## src/shared/pudc_map.vh

```
`ifndef PUDC_MAP_VH
`define PUDC_MAP_VH

// count width and its two terminal values
`define PUDC_WIDTH      4
`define PUDC_RESET_VAL  4'h0
`define PUDC_TOP_VAL    4'hf
`define PUDC_BOTTOM_VAL 4'h0
`define PUDC_STEP       4'h1

`endif

```

## src/core/pudc_counter.v

```verilog
`timescale 1ns/1ps
`include "pudc_map.vh"

module pudc_counter
(
   // clock and reset
   input  wire clk,
   input  wire reset_n,

   // control
   input  wire count_clear,
   input  wire load_enable,
   input  wire count_up,
   input  wire carry_in_n,

   // preset value
   input  wire load_value_bit0,
   input  wire load_value_bit1,
   input  wire load_value_bit2,
   input  wire load_value_bit3,

   // count and terminal flag
   output wire count_bit0,
   output wire count_bit1,
   output wire count_bit2,
   output wire count_bit3,
   output wire carry_out_n
);

   // ==========================================================
   // helpers
   // ==========================================================
   // one step up; four-bit arithmetic wraps fifteen to zero
   function [`PUDC_WIDTH-1:0] inc_count;
      input [`PUDC_WIDTH-1:0] cur;
      begin
         inc_count = cur + `PUDC_STEP;
      end
   endfunction

   // one step down; four-bit arithmetic wraps zero to fifteen
   function [`PUDC_WIDTH-1:0] dec_count;
      input [`PUDC_WIDTH-1:0] cur;
      begin
         dec_count = cur - `PUDC_STEP;
      end
   endfunction

   // direction picks the step; carry-in gating lives in the caller
   function [`PUDC_WIDTH-1:0] step_count;
      input [`PUDC_WIDTH-1:0] cur;
      input                   up;
      begin
         if (up)
         begin
            step_count = inc_count(cur);
         end
         else
         begin
            step_count = dec_count(cur);
         end
      end
   endfunction

   // terminal value depends on direction
   function is_terminal;
      input [`PUDC_WIDTH-1:0] cur;
      input                   up;
      begin
         if (up)
         begin
            is_terminal = (cur == `PUDC_TOP_VAL);
         end
         else
         begin
            is_terminal = (cur == `PUDC_BOTTOM_VAL);
         end
      end
   endfunction

   // clear beats preset, preset beats the fallback value
   function [`PUDC_WIDTH-1:0] override;
      input                   clear;
      input                   load;
      input [`PUDC_WIDTH-1:0] value;
      input [`PUDC_WIDTH-1:0] other;
      begin
         if (clear)
         begin
            override = `PUDC_RESET_VAL;
         end
         else if (load)
         begin
            override = value;
         end
         else
         begin
            override = other;
         end
      end
   endfunction

   // ==========================================================
   // count register
   // ==========================================================
   wire [`PUDC_WIDTH-1:0] load_value;
   wire [`PUDC_WIDTH-1:0] step_value;
   wire                   count_en;
   wire                   hold_en;
   reg  [`PUDC_WIDTH-1:0] count_q;
   reg  [`PUDC_WIDTH-1:0] count_d;
   reg  [`PUDC_WIDTH-1:0] count_out;

   assign load_value = {load_value_bit3, load_value_bit2,
                        load_value_bit1, load_value_bit0};

   // ==========================================================
   // control decode
   // ==========================================================
   // counting needs carry-in low with neither clear nor preset active
   assign count_en   = ~carry_in_n & ~count_clear & ~load_enable;
   assign hold_en    = carry_in_n & ~count_clear & ~load_enable;
   assign step_value = step_count(count_q, count_up);

   // ==========================================================
   // next count
   // ==========================================================
   always @*
   begin
      if (count_en)
      begin
         count_d = step_value;
      end
      else if (hold_en)
      begin
         count_d = count_q;
      end
      else
      begin
         count_d = override(count_clear, load_enable, load_value, count_q);
      end
   end

   // ==========================================================
   // register
   // ==========================================================
   // async reset clears only the register; clear and preset still steer the view
   always @(posedge clk or negedge reset_n)
   begin
      if (!reset_n)
      begin
         count_q <= `PUDC_RESET_VAL;
      end
      else
      begin
         count_q <= count_d;
      end
   end

   // ==========================================================
   // visible count: clear and preset bypass the clock
   // ==========================================================
   // a preset dropped before any clock edge is never stored:
   // the old count reappears, so hold the preset across one edge
   wire [1:0] view_sel;

   // clear wins over preset, as in the register path
   assign view_sel = {count_clear, load_enable};

   always @*
   begin
      case (view_sel)
         2'b00:
         begin
            count_out = count_q;
         end
         2'b01:
         begin
            count_out = load_value;
         end
         default:
         begin
            count_out = `PUDC_RESET_VAL;
         end
      endcase
   end

   // ==========================================================
   // count outputs, lsb first
   // ==========================================================
   assign count_bit0 = count_out[0];
   assign count_bit1 = count_out[1];
   assign count_bit2 = count_out[2];
   assign count_bit3 = count_out[3];

   // ==========================================================
   // terminal count flag
   // ==========================================================
   // combinational from carry-in so a chain of stages settles in one clock
   wire term_up;
   wire term_down;
   wire term_hit;
   wire carry_en;

   assign term_up     = is_terminal(count_out, 1'b1);
   assign term_down   = is_terminal(count_out, 1'b0);
   assign term_hit    = count_up ? term_up : term_down;
   assign carry_en    = ~carry_in_n;
   assign carry_out_n = ~(carry_en & term_hit);

endmodule

```

## config.mk

```make
export PLATFORM = sky130hd
export DESIGN_NAME = pudc_counter
export DESIGN_NICKNAME = d
export VERILOG_FILES = /design/src/core/pudc_counter.v
export VERILOG_INCLUDE_DIRS = /design/src /design/src/shared
export SDC_FILE = /design/constraint.sdc
export NUM_CORES = 1
export LEC_CHECK = 0
export ABC_AREA = 1
export BUFFER_PORTS_ARGS = -buffer_cell sky130_fd_sc_hd__buf_2
export CORE_UTILIZATION = 24
export CTS_CLUSTER_SIZE = 16
export DETAILED_ROUTE_END_ITERATION = 6
export GPL_TIMING_DRIVEN = 0
export PLACE_DENSITY = 0.53
export SYNTH_ARGS = -nofsm -noshare
export SYNTH_HDL_FRONTEND = slang
export SYNTH_SLANG_ARGS = --single-unit
```

## constraint.sdc

```tcl
create_clock -name clk -period 1.5 [get_ports clk]
set_input_delay 0.3 -clock clk [delete_from_list [all_inputs] [get_ports clk]]
set_output_delay 0.3 -clock clk [all_outputs]
set_load 0.05 [all_outputs]
```

Word level (Yosys, flattened, before mapping). Cells that the tools add are included.

$add $sub $neg: 2. Equal/unequal tests: 3. Muxes and demuxes: 7. Bitwise operators: 9. Reduce and logical (&&, ||, !) cells: 4.

Operator list (number): 2-to-1 mux 4 bit (5); one-hot mux 4 bit (2 select lines) (1); AND 1 bit (5); adder 4 x 1 -> 4 bit, second input constant (1); == test 4 bit, second input constant (1); zero test 4 bit (1); NOT 1 bit (4); subtractor 4 x 1 -> 4 bit, second input constant (1); nonzero test 3 bit (1); == test 2 x 1 -> 1 bit, second input constant (1); zero test 2 bit (1); inequality test 2 bit, second input constant (1); AND reduction 2 bit (1); 2-to-1 mux 1 bit (1).

Register bits after elaboration: 4. Input bits: 10. Output and inout bits: 5. Word-level logic and storage cells: 26.

Depth between registers and ports, before layout.
Depth after elaboration: 6. Mapped depth: 8. Gate-level depth less buffers: 8.

Worst setup path before layout. OpenSTA, ideal clock, no wires.

Path type: in2out. From: input port load_enable. To: output port carry_out_n. Data arrival time: 1.425 ns. Slack: -0.225 ns. Stages: 8. Cell sequence: nor2_4 nand2_2 nand2_1 inv_1 nor2_1 nand2_1 nand2_1 nand2_1.

Longest elaborated chain between the ends: 6. Elaborated cells on any way between the ends: 8.

Ends and longest elaborated chain: start, declared (RTL line pudc_counter.v:12) `input wire load_enable,`; == test 2 x 1 -> 1 bit or zero test 2 bit (tied branches) (RTL line pudc_counter.v:172) `case (view_sel)`; one-hot mux 4 bit (2 select lines) (*) (RTL line pudc_counter.v:172); net count_bit1 (RTL line pudc_counter.v:24) `output wire count_bit1,`; == test 4 bit (no line) or zero test 4 bit (tied branches); 2-to-1 mux 1 bit (*) (RTL line pudc_counter.v:207) `assign term_hit = count_up ? term_up : term_down;`; AND 1 bit (*) (RTL line pudc_counter.v:209) `assign carry_out_n = ~(carry_en & term_hit);`; NOT 1 bit (*) (RTL line pudc_counter.v:209); end, declared (RTL line pudc_counter.v:27) `output wire carry_out_n`.

Mark *: on every way through the listed nets, which the timed path passes. The rest lies on a longest branch.

Worst setup path after layout.
From: input port count_clear. To: output port carry_out_n.

Longest elaborated chain between the ends: 6. Elaborated cells on any way between the ends: 8.

Ends and longest elaborated chain: start, declared (RTL line pudc_counter.v:11) `input wire count_clear,`; == test 2 x 1 -> 1 bit or zero test 2 bit (tied branches) (RTL line pudc_counter.v:172); one-hot mux 4 bit (2 select lines) (*) (RTL line pudc_counter.v:172); == test 4 bit (no line) or zero test 4 bit (tied branches); 2-to-1 mux 1 bit (*) (RTL line pudc_counter.v:207); AND 1 bit (*) (RTL line pudc_counter.v:209); NOT 1 bit (*) (RTL line pudc_counter.v:209).

Every way passes the cells marked *; elsewhere a longest branch is shown, timed or not.

==> results.tsv <==
stage	metric	value	unit
route	metal2 WL	437	um
status	status	complete, but fails checks	
pwr	Comb power frac	0.395	
synth	Post-Syn Area	357.8	um^2
timing	slew margin rel.	0.8347	
synth	Yosys top cell area share	0.2797	
cts	cts bufs inserted	3	
route	routed vias/inst	4.471	
route	WL met1	411	um
worst_hold_path	HP Start	load_value_bit0	
synth	Post-Synth Simple-Gate Area	0.3462	
synth	Syn Nets	62	
final_layout	Reg area	100.1	um^2
final_layout	max FFs per register	4	
pwr	Peak VDD IR	0.4902	mV
pwr	net load switching power	0.0001484	W
route	ANT nets after route	0	
grt	first-pass GRT wire length	1380	um
synth	Avg Cell Area, Syn	7.303	um^2
synth	YS warnings	0	
final_layout	multi-input combinational cell area	255.2	um^2
synth	Compound-Gate Fraction of Synth Area	0.1119	
worst_hold_path	hold depth	3	
route	Met3 Wirelength	19	um
timing	final hold vios	0	
timing	Tmin final	1511	ps
timing	# setup viols final	1	
final_layout	fraction of layout cells with a size suffix above 1	0.4583	
grt	Total GRT Usage	0.1291	
pwr	Pint	0.0002791	W
critical_path	Worst Reg-to-Reg Cells	4	
floorplan	die area	1650	um^2
synth	adder-cell share of the synthesized area	0.1259	
route	First DRT Iteration DRCs	6	
pwr	Seq pwr share	0.294	
floorplan	core region area	1350	um^2
final_layout	fin util	0.4143	
synth	XOR/XNOR share of the synthesized area	0.07343	
route	DR top layer	met4	
placement	I/O Buffers	14	
synth	multiplexer share of the synthesized area	0	
grt	largest net degree at the start of global routing	7	
route	WL per Instance	10.17	um
route	vias post-DR	389	
timing	final worst setup slack	-10.96	ps
synth	register area share after synthesis	0.2797	
timing	RSZ-0062 raised after global routing	yes	
route	# DRC	0	
placement	Routability Congestion	0.7657	
critical_path	Setup crit end kind	output port	
critical_path	Max FO, Critical Path	4	
pwr	clock share of power	0.311	
critical_path	critical path startpoint category	primary input	
critical_path	Worst Path Required	1200	ps
synth	largest cells by area after synthesis	dfrtp_1 28%, nand2_1 15%, nand3_1 8.4%, ha_1 7.0%, inv_1 6.3%	
grt	initial antenna violation count	0	
cts	CTS root buf	clkbuf_4	
pwr	LEAKAGE	0.3055	nW
status	failing checks	negative setup slack	
cts	Skew-Pair Late Insertion Delay	230	ps
floorplan	Die X	40.62	um
timing	Worst-Margin Slew	249.6	ps
timing	Final period util	1.007	
cts	clk sinks	4	
cts	CTS tree	built	
run	Max-Cap Viols	0	
route	Routed WL	885	um
synth	main combinational cell family by area after synthesis	simple AND/OR/NAND/NOR gates	
final_layout	Reg with most FFs	count_q	
timing	fin. max-slew vios	0	
cts	H-tree depth	1	
floorplan	# IOs	15	
timing	clock skew	3.391	ps
worst_hold_path	HP Class	in2reg	
grt	vias in the first global route	326	
route	Detailed Routing Iterations Pass 1	2	
worst_hold_path	Worst Hold End	count_q[0]$_DFFE_PN0P_	
floorplan	Initial Util	0.2651	
floorplan	row count	13	
grt	gr ovfl total	0	
synth	largest area contributor in the netlist	dfrtp_1	
pwr	Power, Total	0.0004274	W
placement	HPWL Detailed	668.2	um
critical_path	critical path class	in2out	
timing	maximum clock rate	661.8	MHz
critical_path	critical path arrival	1210	ps
cts	buffer depth of the longest clock path	2	
synth	Mapped Cells	49	
final_layout	# nets final	87	
synth	register bit total from synthesis	4	
cts	Clock Pin Slew Worst Setup and Hold Paths	40	ps
critical_path	r2r setup slk	150	ps
pwr	switching share of power	0.3471	
floorplan	die height	40.62	um
critical_path	r2r endpoint	count_q[2]$_DFFE_PN0P_	
final_layout	Area growth syn-to-layout	56.29	%
synth	Distinct cells, synth	15	
pwr	Pwr Density	764.3	nW/um^2
critical_path	RR Startpoint	count_q[0]$_DFFE_PN0P_	
final_layout	Top Registers	count_q: 4 flops	
final_layout	# fillers	148	
final_layout	ant diodes	0	
## placed cells by master, fill, tap and decap left out
master	synthesis	layout
o211ai_1	1	1
buf_2	0	11
clkbuf_4	0	3
nand3_2	0	1
xor2_1	1	1
nor2_4	1	1
buf_6	0	2
dlygate4sd3_1	0	1
nor2_1	3	3
fa_1	1	1
nand2_2	3	9
o21ai_0	1	1
inv_1	6	6
nand3_1	6	5
dfrtp_1	4	4
nand2_1	14	8
xnor2_1	2	2
buf_4	0	5
buf_8	0	1
a21oi_1	2	2
o221ai_1	2	2
ha_1	2	2
## kinds of logic (layout without fill, tap and decap cells)
| group | Yosys count | count (layout) |
|---|---|---|
| fa+ha+maj | 3 | 3 |
| flops | 4 | 4 |
| simple gates | 27 | 27 |
| buf+inv | 6 | 29 |
| xor+xnor | 3 | 3 |
| compound gates | 6 | 6 |
## power by group through the flow
stage,Sequential (W),Clock [W],Combinational [W]
6_report,0.000126,0.000133,0.000169
5_1_grt,0.000127,0.000145,0.000189
4_1_cts,0.000125,0.000142,0.000162
3_5_place_dp,0.000130,0,0.000135
3_3_place_gp,0.000130,0,0.000136
2_1_floorplan,0.000127,0,0.0000997
## worst max-delay path: stages
cell     delay, ps
buf_6          100
inv_1          110
nand3_1        130
nand2_2        110
inv_1           50
nor2_1          80
nand2_1         50
nand2_1         70
nand2_2         50
buf_8          150
## per-stage QoR
stage          hold WS (ps)  instances  instance area [um^2]  setup TNS [ps]  worst slack, ps
3_3_place_gp          107.0         78                 454.2          -71.19           -71.19
5_1_grt               388.6         87                 559.3          -84.48           -84.48
6_report              348.6         87                 559.3          -10.96           -10.96
3_5_place_dp          108.7         78                 454.2          -72.69           -72.69
4_1_cts               373.0         85                 539.3          -20.89           -20.89
2_1_floorplan         4.409         49                 365.4               0            10.34
## synthesized netlist by cell type
master / n
a21oi_1: 2
dfrtp_1: 4
fa_1: 1
ha_1: 2
inv_1: 6
nand2_1: 14
nand2_2: 3
nand3_1: 6
nor2_1: 3
nor2_4: 1
o211ai_1: 1
o21ai_0: 1
o221ai_1: 2
xnor2_1: 2
xor2_1: 1
## per-layer routing
layer,global-route usage,vias up
li1,-,209
met1,0.1848,174
met2,0.1706,4
met3,0.01630,2
met4,0.1000,0
met5,0,-
## worst max path at each step
stage                           startpoint           to  slack, ps  depth (start not counted)
finish                         count_clear  carry_out_n        -10                         10
floorplan                      load_enable  carry_out_n         10                          8
CTS                 count_q[0]$_DFFE_PN0P_  carry_out_n        -20                          8
global route        count_q[2]$_DFFE_PN0P_  carry_out_n        -80                          7
detailed placement             load_enable  carry_out_n        -70                         10
global placement               load_enable  carry_out_n        -70                         10
## final cells by class
type / instances / share of cell area
inverter: 6 / 0.04027
timing repair buffer: 20 / 0.2506
multi-input combinational: 39 / 0.4564
sequential: 4 / 0.1790
tap: 15 / 0.03356
clock buffer: 3 / 0.04027
## repair_timing
action	CTS	global route
setup buffers	3	2
hold buffers	1	0
gates resized for setup	9	1
pin swaps	6	0
gates cloned	0	0
hold endpoints to repair	4	0
endpoints found under the setup margin	1	1
Note: power is estimated with default switching activity, not from simulation.
